--- config.mk ---
export PLATFORM = sky130hd
export DESIGN_NAME = rfes_stage
export DESIGN_NICKNAME = d
export VERILOG_FILES = /design/src/pkg/rfes_pkg.sv /design/src/rfes_fifo.sv /design/src/rfes_stage.sv
export SDC_FILE = /design/constraint.sdc
export NUM_CORES = 1
export LEC_CHECK = 0
export BUFFER_PORTS_ARGS = -buffer_cell sky130_fd_sc_hd__buf_2
export CAP_MARGIN = 20
export CORE_ASPECT_RATIO = 1.1
export CORE_MARGIN = 3
export CORE_UTILIZATION = 48
export CTS_CLUSTER_DIAMETER = 60
export DETAILED_ROUTE_END_ITERATION = 12
export PLACE_DENSITY_LB_ADDON = 0.12
export SLEW_MARGIN = 10
export SYNTH_ARGS = -nofsm -noshare
export SYNTH_HDL_FRONTEND = slang
export SYNTH_HIERARCHICAL = 1
export SYNTH_SLANG_ARGS = --single-unit
--- constraint.sdc ---
create_clock -name clock -period 12.9 [get_ports clock]
set_input_delay 0.645 -clock clock [delete_from_list [all_inputs] [get_ports clock]]
set_output_delay 0.645 -clock clock [all_outputs]
set_load 0.01 [all_outputs]
--- src/pkg/rfes_pkg.sv ---
// Shared constants and types for the router fault and emergency stage
package rfes_pkg;
    // Packet layout
    localparam int PKT_W       = 72;
    localparam int TYPE_LSB    = 0;
    localparam int TYPE_W      = 3;
    localparam int PHASE_LSB   = 3;
    localparam int PHASE_W     = 2;
    localparam int PARITY_BIT  = 5;
    // Destination vector: links then local processors
    localparam int NUM_LINKS   = 6;
    localparam int NUM_PROCS   = 20;
    localparam int DEST_W      = NUM_LINKS + NUM_PROCS;
    localparam int FIFO_DEPTH  = 8;
    localparam int MONITOR_W   = 5;
    // Packet type codes
    localparam logic [2:0] TYPE_MC       = 3'h0;
    localparam logic [2:0] TYPE_P2P      = 3'h1;
    localparam logic [2:0] TYPE_EMG_FWD  = 3'h4;
    localparam logic [2:0] TYPE_EMG_DUAL = 3'h5;
    // Age at which a packet expires, in phases
    localparam logic [1:0] EXPIRE_AGE    = 2'h2;
    // Time in ns a full indication must persist before a link counts as blocked
    localparam int BLOCK_NS    = 64;
    localparam int CLK_NS      = 4;
    localparam int BLOCK_CYC   = (BLOCK_NS + CLK_NS - 1) / CLK_NS;
    localparam logic [7:0] BLOCK_CYC_W = 8'(BLOCK_CYC);
    // Reset values
    localparam logic [NUM_LINKS-1:0] LINKS_RST = '0;
    typedef enum logic [1:0] {RFES_IDLE, RFES_OUT} rfes_state_t;
endpackage

--- src/rfes_fifo.sv ---
// Small FIFO holding outgoing routed packets
`timescale 1ns/1ns
module rfes_fifo
    import rfes_pkg::*;
#(
    parameter int WIDTH = 8,
    parameter int DEPTH = 8
)
(
    // Clock and reset
    input  wire logic             clock,
    input  wire logic             sys_rst,
    // Fill side
    input  wire logic             in_valid,
    output logic                  in_ready,
    input  wire logic [WIDTH-1:0] in_data,
    // Drain side
    output logic                  out_valid,
    input  wire logic             out_ready,
    output logic      [WIDTH-1:0] out_data
);
    localparam int AW = $clog2(DEPTH);
    logic [WIDTH-1:0] mem [DEPTH];
    logic [AW:0]      wr_ptr;
    logic [AW:0]      rd_ptr;
    logic [AW:0]      count;
    logic [AW:0]      next_rd_ptr;
    logic             push;
    logic             pop;

    // Handshakes
    assign count    = wr_ptr - rd_ptr;
    assign in_ready = (count != (AW+1)'(DEPTH));
    assign push     = in_valid && in_ready;
    assign pop      = out_valid && out_ready;
    // Head slot after this cycle's pop
    assign next_rd_ptr = pop ? rd_ptr + 1'b1 : rd_ptr;

    // Storage write
    always_ff @(posedge clock)
    begin
        if (push)
            mem[wr_ptr[AW-1:0]] <= in_data;
    end

    // Pointers
    always_ff @(posedge clock or posedge sys_rst)
    begin
        if (sys_rst)
        begin
            wr_ptr <= '0;
            rd_ptr <= '0;
        end
        else
        begin
            if (push)
                wr_ptr <= wr_ptr + 1'b1;
            if (pop)
                rd_ptr <= rd_ptr + 1'b1;
        end
    end

    // Registered read port, first-word presented when not empty
    always_ff @(posedge clock or posedge sys_rst)
    begin
        if (sys_rst)
        begin
            out_valid <= 1'b0;
            out_data  <= '0;
        end
        else
        begin
            if (!out_valid || out_ready)
            begin
                out_valid <= (wr_ptr != next_rd_ptr);
                out_data  <= mem[next_rd_ptr[AW-1:0]];
            end
        end
    end
endmodule

--- src/rfes_stage.sv ---
// Router fault handling and emergency diversion stage
`timescale 1ns/1ns
module rfes_stage
    import rfes_pkg::*;
(
    // Clock and reset
    input  wire logic                 clock,
    input  wire logic                 sys_rst,
    // Packet from arbiter
    input  wire logic                 pkt_valid,
    output logic                      pkt_ready,
    input  wire logic [PKT_W-1:0]     pkt_data,
    input  wire logic                 pkt_local,
    input  wire logic [2:0]           pkt_rx_link,
    // Global time phase and monitor identity
    input  wire logic [PHASE_W-1:0]   time_phase,
    input  wire logic [MONITOR_W-1:0] monitor_id,
    // Routing engine results
    output logic                      mc_lookup_en,
    output logic                      alg_lookup_en,
    input  wire logic                 mc_hit,
    input  wire logic [DEST_W-1:0]    mc_dest,
    input  wire logic [DEST_W-1:0]    alg_dest,
    // Output buffer feedback and link reset
    input  wire logic [NUM_LINKS-1:0] link_full,
    input  wire logic [NUM_LINKS-1:0] link_reset,
    // Fault induction
    input  wire logic                 inject_parity,
    input  wire logic                 inject_age,
    input  wire logic                 inject_unroutable,
    input  wire logic [NUM_LINKS-1:0] inject_block,
    // Routed packet out
    output logic                      out_valid,
    input  wire logic                 out_ready,
    output logic [PKT_W-1:0]          out_data,
    output logic [DEST_W-1:0]         out_dest,
    // Monitor reporting
    output logic [NUM_LINKS-1:0]      link_blocked,
    output logic                      err_parity,
    output logic                      err_expired,
    output logic                      err_unroutable
);
    ////////////////////////////////////////////////////////////////////
    // Helpers
    function automatic logic [NUM_LINKS-1:0] rot(input logic [NUM_LINKS-1:0] v, input int n);
        logic [2*NUM_LINKS-1:0] d;
        d = {v, v} << n;
        return d[2*NUM_LINKS-1:NUM_LINKS];
    endfunction

    logic [NUM_LINKS-1:0] blk_cnt_hit;
    logic [7:0]           blk_cnt [NUM_LINKS];
    logic [NUM_LINKS-1:0] blocked_eff;
    logic [PKT_W-1:0]     pkt_fix;
    logic [2:0]           ptype;
    logic                 par_bad;
    logic                 expired;
    logic                 unroutable;
    logic [DEST_W-1:0]    next_dest;
    logic [TYPE_W-1:0]    next_type;
    logic [NUM_LINKS-1:0] norm_links;
    logic [NUM_LINKS-1:0] keep_links;
    logic [NUM_LINKS-1:0] div_links;
    logic [DEST_W-1:0]    monitor_vec;
    logic                 stage_valid;
    logic                 stage_ready;
    logic [PKT_W+DEST_W-1:0] stage_word;
    logic [PKT_W+DEST_W-1:0] fifo_word;

    ////////////////////////////////////////////////////////////////////
    // Blocked link detection per link
    always_ff @(posedge clock or posedge sys_rst)
    begin
        if (sys_rst)
        begin
            for (int i = 0; i < NUM_LINKS; i++)
                blk_cnt[i] <= '0;
        end
        else
        begin
            for (int i = 0; i < NUM_LINKS; i++)
                if (link_reset[i] || !link_full[i])
                    blk_cnt[i] <= '0;
                else if (blk_cnt[i] != BLOCK_CYC_W)
                    blk_cnt[i] <= blk_cnt[i] + 8'h01;
        end
    end

    always_comb
    begin
        for (int i = 0; i < NUM_LINKS; i++)
            blk_cnt_hit[i] = (blk_cnt[i] == BLOCK_CYC_W);
    end
    assign blocked_eff = blk_cnt_hit | inject_block;

    // Report blockage to monitor
    always_ff @(posedge clock or posedge sys_rst)
    begin
        if (sys_rst)
            link_blocked <= LINKS_RST;
        else
            link_blocked <= blocked_eff & ~link_reset;
    end

    ////////////////////////////////////////////////////////////////////
    // Error checks on the incoming packet
    always_comb
    begin
        pkt_fix = pkt_data;
        if (pkt_local)
            pkt_fix[PHASE_LSB +: PHASE_W] = time_phase;
        if (pkt_local)
            pkt_fix[PARITY_BIT] = pkt_data[PARITY_BIT] ^ (^pkt_data[PHASE_LSB +: PHASE_W]) ^ (^time_phase);
    end
    assign ptype      = pkt_fix[TYPE_LSB +: TYPE_W];
    assign par_bad    = (^pkt_fix) ^ inject_parity;
    assign expired    = (PHASE_W'(time_phase - pkt_fix[PHASE_LSB +: PHASE_W]) == EXPIRE_AGE)
                        || inject_age;
    assign mc_lookup_en  = pkt_valid && !par_bad && !expired && ptype == TYPE_MC;
    assign alg_lookup_en = pkt_valid;
    assign unroutable = mc_lookup_en && ((pkt_local && !mc_hit) || inject_unroutable);
    assign monitor_vec = DEST_W'(1) << (NUM_LINKS + int'(monitor_id));

    ////////////////////////////////////////////////////////////////////
    // Destination selection and emergency diversion
    always_comb
    begin
        next_type  = ptype;
        next_dest  = (mc_lookup_en && mc_hit) ? mc_dest : alg_dest;
        norm_links = next_dest[NUM_LINKS-1:0];
        keep_links = norm_links & ~blocked_eff;
        div_links  = '0;
        for (int i = 0; i < NUM_LINKS; i++)
            if (norm_links[i] && blocked_eff[i])
                div_links = div_links | rot(NUM_LINKS'(1 << i), 1); // first edge
        if (par_bad || expired || unroutable)
            next_dest = monitor_vec;
        else
        begin
            next_dest[NUM_LINKS-1:0] = keep_links | div_links;
            if (ptype == TYPE_MC && div_links != '0)
                next_type = ((keep_links & div_links) != '0) ? TYPE_EMG_DUAL : TYPE_EMG_FWD;
            else if (ptype == TYPE_EMG_FWD)
                next_dest[NUM_LINKS-1:0] = rot(NUM_LINKS'(1 << pkt_rx_link), 3); // default onward
        end
    end

    assign stage_valid = pkt_valid;
    assign pkt_ready   = stage_ready;
    // Type rewrite also corrects parity so neighbours see a clean packet
    assign stage_word  = {pkt_fix[PKT_W-1:PARITY_BIT+1],
                          pkt_fix[PARITY_BIT] ^ (^(ptype ^ next_type)),
                          pkt_fix[PARITY_BIT-1:TYPE_W], next_type, next_dest};

    ////////////////////////////////////////////////////////////////////
    // Error flags, one-cycle pulses per accepted packet
    always_ff @(posedge clock or posedge sys_rst)
    begin
        if (sys_rst)
        begin
            err_parity     <= 1'b0;
            err_expired    <= 1'b0;
            err_unroutable <= 1'b0;
        end
        else
        begin
            err_parity     <= pkt_valid && stage_ready && par_bad;
            err_expired    <= pkt_valid && stage_ready && expired && !par_bad;
            err_unroutable <= pkt_valid && stage_ready && unroutable && !par_bad && !expired;
        end
    end

    ////////////////////////////////////////////////////////////////////
    // Output buffer
    rfes_fifo #(
        .WIDTH (PKT_W + DEST_W),
        .DEPTH (FIFO_DEPTH)
    ) u_fifo (
        .clock     (clock),
        .sys_rst   (sys_rst),
        .in_valid  (stage_valid),
        .in_ready  (stage_ready),
        .in_data   (stage_word),
        .out_valid (out_valid),
        .out_ready (out_ready),
        .out_data  (fifo_word)
    );

    // Outputs taken straight from the buffer's head register
    assign out_data = fifo_word[PKT_W+DEST_W-1:DEST_W];
    assign out_dest = fifo_word[DEST_W-1:0];

    ////////////////////////////////////////////////////////////////////
    // Checks
    property p_err_mon;
        @(posedge clock) disable iff (sys_rst)
        (pkt_valid && stage_ready && par_bad) |=> err_parity;
    endproperty
    a_err_mon: assert property (p_err_mon) else $error("parity error not reported");

    property p_exp;
        @(posedge clock) disable iff (sys_rst)
        (pkt_valid && expired && !par_bad) |-> (next_dest == monitor_vec);
    endproperty
    a_exp: assert property (p_exp) else $error("expired packet not to monitor");

    property p_blk;
        @(posedge clock) disable iff (sys_rst)
        (link_full[1] && !link_reset[1])[*8] ##1 (link_full[1] && !link_reset[1])[*8]
            ##1 (link_full[1] && !link_reset[1]) |=> link_blocked[1];
    endproperty
    a_blk: assert property (p_blk) else $error("blockage not reported");

    property p_rst;
        @(posedge clock) disable iff (sys_rst)
        link_reset[1] |=> !link_blocked[1];
    endproperty
    a_rst: assert property (p_rst) else $error("link reset ignored");

    property p_mc;
        @(posedge clock) disable iff (sys_rst)
        mc_lookup_en |-> (!par_bad && !expired && ptype == TYPE_MC);
    endproperty
    a_mc: assert property (p_mc) else $error("lookup on bad packet");

    property p_p2p;
        @(posedge clock) disable iff (sys_rst)
        (pkt_valid && ptype == TYPE_P2P) |-> (next_type == TYPE_P2P);
    endproperty
    a_p2p: assert property (p_p2p) else $error("p2p type changed");

    property p_div;
        @(posedge clock) disable iff (sys_rst)
        (pkt_valid && !par_bad && !expired && !unroutable && ptype == TYPE_MC)
            |-> ((next_dest[NUM_LINKS-1:0] & blocked_eff) == '0);
    endproperty
    a_div: assert property (p_div) else $error("blocked link used");

    property p_unr;
        @(posedge clock) disable iff (sys_rst)
        (pkt_valid && stage_ready && unroutable && !par_bad && !expired) |=> err_unroutable;
    endproperty
    a_unr: assert property (p_unr) else $error("unroutable not reported");

    property p_stamp;
        @(posedge clock) disable iff (sys_rst)
        (pkt_valid && pkt_local) |-> (pkt_fix[PHASE_LSB +: PHASE_W] == time_phase) && ((^pkt_fix) == (^pkt_data));
    endproperty
    a_stamp: assert property (p_stamp) else $error("local phase not stamped");

    property p_inj;
        @(posedge clock) disable iff (sys_rst)
        (inject_block[3] && !link_reset[3]) |=> link_blocked[3];
    endproperty
    a_inj: assert property (p_inj) else $error("induced blockage not reported");

    property p_emg;
        @(posedge clock) disable iff (sys_rst)
        (pkt_valid && !par_bad && !expired && !unroutable && ptype == TYPE_MC && div_links != '0)
            |-> (next_type == TYPE_EMG_FWD || next_type == TYPE_EMG_DUAL);
    endproperty
    a_emg: assert property (p_emg) else $error("diverted packet not emergency");

    property p_dual;
        @(posedge clock) disable iff (sys_rst)
        (pkt_valid && !par_bad && !expired && !unroutable && ptype == TYPE_MC && (keep_links & div_links) != '0)
            |-> (next_type == TYPE_EMG_DUAL);
    endproperty
    a_dual: assert property (p_dual) else $error("shared link not merged");

    property p_age;
        @(posedge clock) disable iff (sys_rst)
        (pkt_valid && !pkt_local && !inject_age)
            |-> (expired == (PHASE_W'(pkt_data[PHASE_LSB +: PHASE_W] + EXPIRE_AGE) == time_phase));
    endproperty
    a_age: assert property (p_age) else $error("age judged wrongly");

    property p_par_route;
        @(posedge clock) disable iff (sys_rst)
        (pkt_valid && par_bad) |-> (next_dest == monitor_vec);
    endproperty
    a_par_route: assert property (p_par_route) else $error("parity packet not to monitor");

    property p_unr_route;
        @(posedge clock) disable iff (sys_rst)
        (pkt_valid && pkt_local && mc_lookup_en && !mc_hit) |-> (unroutable && next_dest == monitor_vec);
    endproperty
    a_unr_route: assert property (p_unr_route) else $error("unroutable packet not to monitor");

    property p_fwd;
        @(posedge clock) disable iff (sys_rst)
        (pkt_valid && ptype == TYPE_EMG_FWD && !par_bad && !expired)
            |-> (next_dest[NUM_LINKS-1:0] == NUM_LINKS'(1 << ((int'(pkt_rx_link) + 3) % NUM_LINKS)));
    endproperty
    a_fwd: assert property (p_fwd) else $error("emergency packet not sent onward");

    c_par: cover property (@(posedge clock) disable iff (sys_rst) err_parity);
    c_fwd: cover property (@(posedge clock) disable iff (sys_rst) pkt_valid && next_type == TYPE_EMG_FWD);
    c_blk: cover property (@(posedge clock) disable iff (sys_rst) link_blocked != '0);
    c_dual: cover property (@(posedge clock) disable iff (sys_rst) pkt_valid && next_type == TYPE_EMG_DUAL);
endmodule

==> metrics.txt <==
cell area after technology mapping=42140 um^2; via count of the first global-routing pass=between 20000 and 30000; final core utilization=0.5496; clock-pin slew on the worst setup and hold paths=0.06 ns; Placed Instances=between 4000 and 5000; global routing usage summed across all routing layers=0.2504; vias after detailed routing=~25000; arrival time reported for the critical path endpoint=approximately 5.6 ns; final setup violating endpoints=0; WP buf/inv=4; Worst EP required=around 13 ns; Leakage Power=roughly 0.018 uW; final slew viol count=0; area growth from synthesis to final layout=13.04%; clock buffer depth=3; mean instance size in the synthesized netlist=15.11 um^2; Max Fclk=about 190 MHz; Routed WL per cell=approximately 27 um; cell-internal power=around 7600 uW; remaining design rule violation count=0; Placement Rows=roughly 110; y dimension of the die=316.8 um; post-route antenna net violation count=0; Pre-Repair DR Iteration Count=5; hold crit path type=input pin to register; most frequent cell after synthesis=sky130_fd_sc_hd__edfxtp_1; buffer cell driving the clock tree root=sky130_fd_sc_hd__clkbuf_16; clock latency on the worst-skew pair=between 0.6 and 0.7 ns; VDD IR-drop max=233.1 uV; most area-consuming cells after synthesis=sky130_fd_sc_hd__edfxtp_1, sky130_fd_sc_hd__mux2i_1, sky130_fd_sc_hd__dfrtp_1, sky130_fd_sc_hd__mux4_2, sky130_fd_sc_hd__a32o_1; per-cell via count in the routed design=around 6; adder-cell area share of the yosys netlist=0.005641; instance count along the most critical hold path=2; 1st-iter DRT viols=between 2000 and 2500; flip-flop cell with the highest count after synthesis=sky130_fd_sc_hd__edfxtp_1; layout net count=~3200; distinct cell type count after synthesis=63; die extent in x=288.5 um; proportion of synthesized area in mux cells=0.1602; total congestion overflow after global routing=0; startpoint kind of the worst setup timing path=register; critical path endpoint category=register; Total Wirelength=~110000 um; Synthesized Nets=2968; pin count of the biggest net entering global routing=129; Post-CTS Setup Bufs=0; Max H-tree Level=3; count of state elements after synthesis=around 950; Initial Utilization=0.4862; power share of the sequential group=0.377; top cell type by total area after synthesis=sky130_fd_sc_hd__edfxtp_1; commonest cells in the synthesized netlist=sky130_fd_sc_hd__edfxtp_1, sky130_fd_sc_hd__mux2i_1, sky130_fd_sc_hd__nand2_1; dominant combinational cell family by area after synthesis=multiplexers; Sink Count=approximately 950; share of the yosys chip area belonging to registers=0.6561; core region area=between 80000 and 90000 um^2; number of CTS-inserted buffers=98; total of warnings raised by yosys=6; async set or reset register ratio after synthesis=0.1730; combinational share of power=0.390; Crit path max-delay family=buffers and inverters; worst reg-to-reg path cell count=10; switching share of total power=0.3631; slowest cell on the critical path=sky130_fd_sc_hd__buf_4; Clk network pwr share=0.233; XOR/XNOR Fraction of Synth Area=0.02901; cell area power density=approximately 250 nW/um^2; Cell Count, Final, Fillers Out=around 4300; instance count on the critical path=10; Boundary Pins=approximately 270; top cell type's share of synthesized area=0.5587; count of port buffers added during placement=271; Gate Count Post-Synth=roughly 2800; sw power=about 4300 uW; global-route wire length before repair=167600 um; worst-path maximum fanout=58; run status=finished clean; maximum clock skew at final layout=about 0.017 ns; peak per-stage delay on the critical path=0.99 ns; CTS tree=done; number of synthesized flops with an enable pin=between 700 and 800; final total negative setup slack=0 ns; number of maximum-capacitance constraint violations=0; half-perimeter wire length after placement=66470 um; critical path, cell by cell=buf_4 -> ha_1 -> nand2b_1 -> and3_1 -> o211ai_1 -> buf_4 -> nand2b_1 -> nor2_4 -> buf_4 -> buf_4; clock period minus final worst setup slack=5.298 ns; setup repair after global routing missed its margin=false; Hold Buf Count CTS=0; Critical Path Most Common Cell=sky130_fd_sc_hd__buf_4; fillers=6980; gpl congestion=roughly 0.88; worst setup path category=register to register; fraction of layout instances using a drive strength above 1=0.1970; worst slew pin tran=between 1 and 1.5 ns; synthesized-area fraction occupied by and/or/nand/nor cells=0.04810; final hold violation count=0; area enclosed by the die boundary=between 90000 and 100000 um^2; fin crit share=0.4107; quantity of gates resized following cts=0; initial antenna violation count=18; Worst slew margin=0.2174; fraction of the mapped netlist area in compound gates=0.06758
==> kinds of logic after synthesis <==
kind of cell | count (synthesis)
fa+ha+maj | 19
mux | 567
simple gates | 470
flops | 948
compound gates | 377
buf+inv | 282
xor+xnor | 125
==> registers in the layout, indices dropped and copies added, names as in the netlist <==
signal,count
err_unroutable,1
u_fifo/out_valid,1
err_parity,1
u_fifo/rd_ptr,4
link_blocked,6
err_expired,1
u_fifo/mem,784
u_fifo/wr_ptr,4
u_fifo/out_data,98
blk_cnt,48
==> per-layer routing <==
layer	track usage	vias to the layer above	part of all wire
li1	-	11164	-
met3	0.03928	184	0.060
met1	0.3329	13112	0.42
met2	0.4233	777	0.49
met5	0	-	0.00068
met4	0.08337	12	0.029
==> path summary, 6_finish.rpt <==
kind | start | end | slack (ns)
worst max-delay path | u_fifo/rd_ptr[0] | u_fifo/mem[1][1] | 7.60
worst min-delay path | link_reset[3] | link_blocked[3] | 0.15
worst max register to register | u_fifo/rd_ptr[0] | u_fifo/mem[1][1] | 7.60
worst min register to register | u_fifo/out_data[97] | u_fifo/out_data[97] | 0.48
max in group asynchronous | sys_rst | u_fifo/rd_ptr[0] | 11.14
min in group asynchronous | sys_rst | u_fifo/out_data[62] | 0.21
==> worst register-to-register path: stages, from the launching register on <==
cell and delay [ns]:
sky130_fd_sc_hd__dfrtp_4 0.85, sky130_fd_sc_hd__buf_4 1.03, sky130_fd_sc_hd__ha_1 0.33, sky130_fd_sc_hd__nand2b_1 0.08, sky130_fd_sc_hd__and3_1 0.19, sky130_fd_sc_hd__o211ai_1 0.17
sky130_fd_sc_hd__buf_4 0.17, sky130_fd_sc_hd__nand2b_1 0.22, sky130_fd_sc_hd__nor2_4 0.16, sky130_fd_sc_hd__buf_4 0.71, sky130_fd_sc_hd__buf_4 0.98
==> power by group through the flow <==
stage               combinational (uW)  sequential (uW)  clock (uW)
floorplan                         3330             4500           0
finish                            4650             4490        2780
detailed placement                4660             4550           0
global placement                  4560             4530           0
global route                      4980             4540        2970
CTS                               4680             4490        2830
==> placed cells by master, fill, tap and decap left out, drive strengths merged, types with 5 or more instances in the layout <==
cell    netlist  layout
edfxtp      784     784
mux2i       473     473
buf         104     311
nand2       268     268
dfrtp       164     164
clkbuf       63     139
a32o        111     111
a21oi       105     105
o22ai       101     101
inv          92      95
mux4         85      85
nor2         78      78
xnor2        76      76
nand3        55      55
clkinv       23      51
xor2         44      44
o31ai        19      19
ha           19      19
o21ai        18      18
nor3         16      16
and3         14      14
diode         0      10
nand2b       10      10
mux2          9       9
bufinv        0       7
and2          6       6
nor4bb        5       5
nand4         5       5
==> layout make-up <==
| cell class | instances | area [um^2] | share of cell area |
|---|---|---|---|
| sequential | 948 | 27650 | 0.5806 |
| multi-input combinational | 1558 | 13200 | 0.2771 |
| clock buffer | 139 | 2780 | 0.05837 |
| timing repair buffer | 311 | 1689 | 0.03546 |
| tap | 1150 | 1439 | 0.03021 |
| inverter | 115 | 441.7 | 0.009272 |
| clock inverter | 41 | 402.9 | 0.008458 |
| antenna | 10 | 25.02 | 0.0005253 |
==> metrics by stage <==
stage / instance area [um^2] / hold WS (ns) / total power, uW / worst slack [ns]
6_report: 47630 / 0.1541 / 11920 / 7.602
5_1_grt: 47620 / 0.1446 / 12500 / 7.397
4_1_cts: 47610 / 0.1201 / 12010 / 7.581
3_5_place_dp: 44430 / 0.4712 / 9209 / 7.309
3_3_place_gp: 44410 / 0.4725 / 9091 / 7.399
2_1_floorplan: 42140 / 0.4943 / 7840 / 3.752
Power figures use the tool's default switching activity.
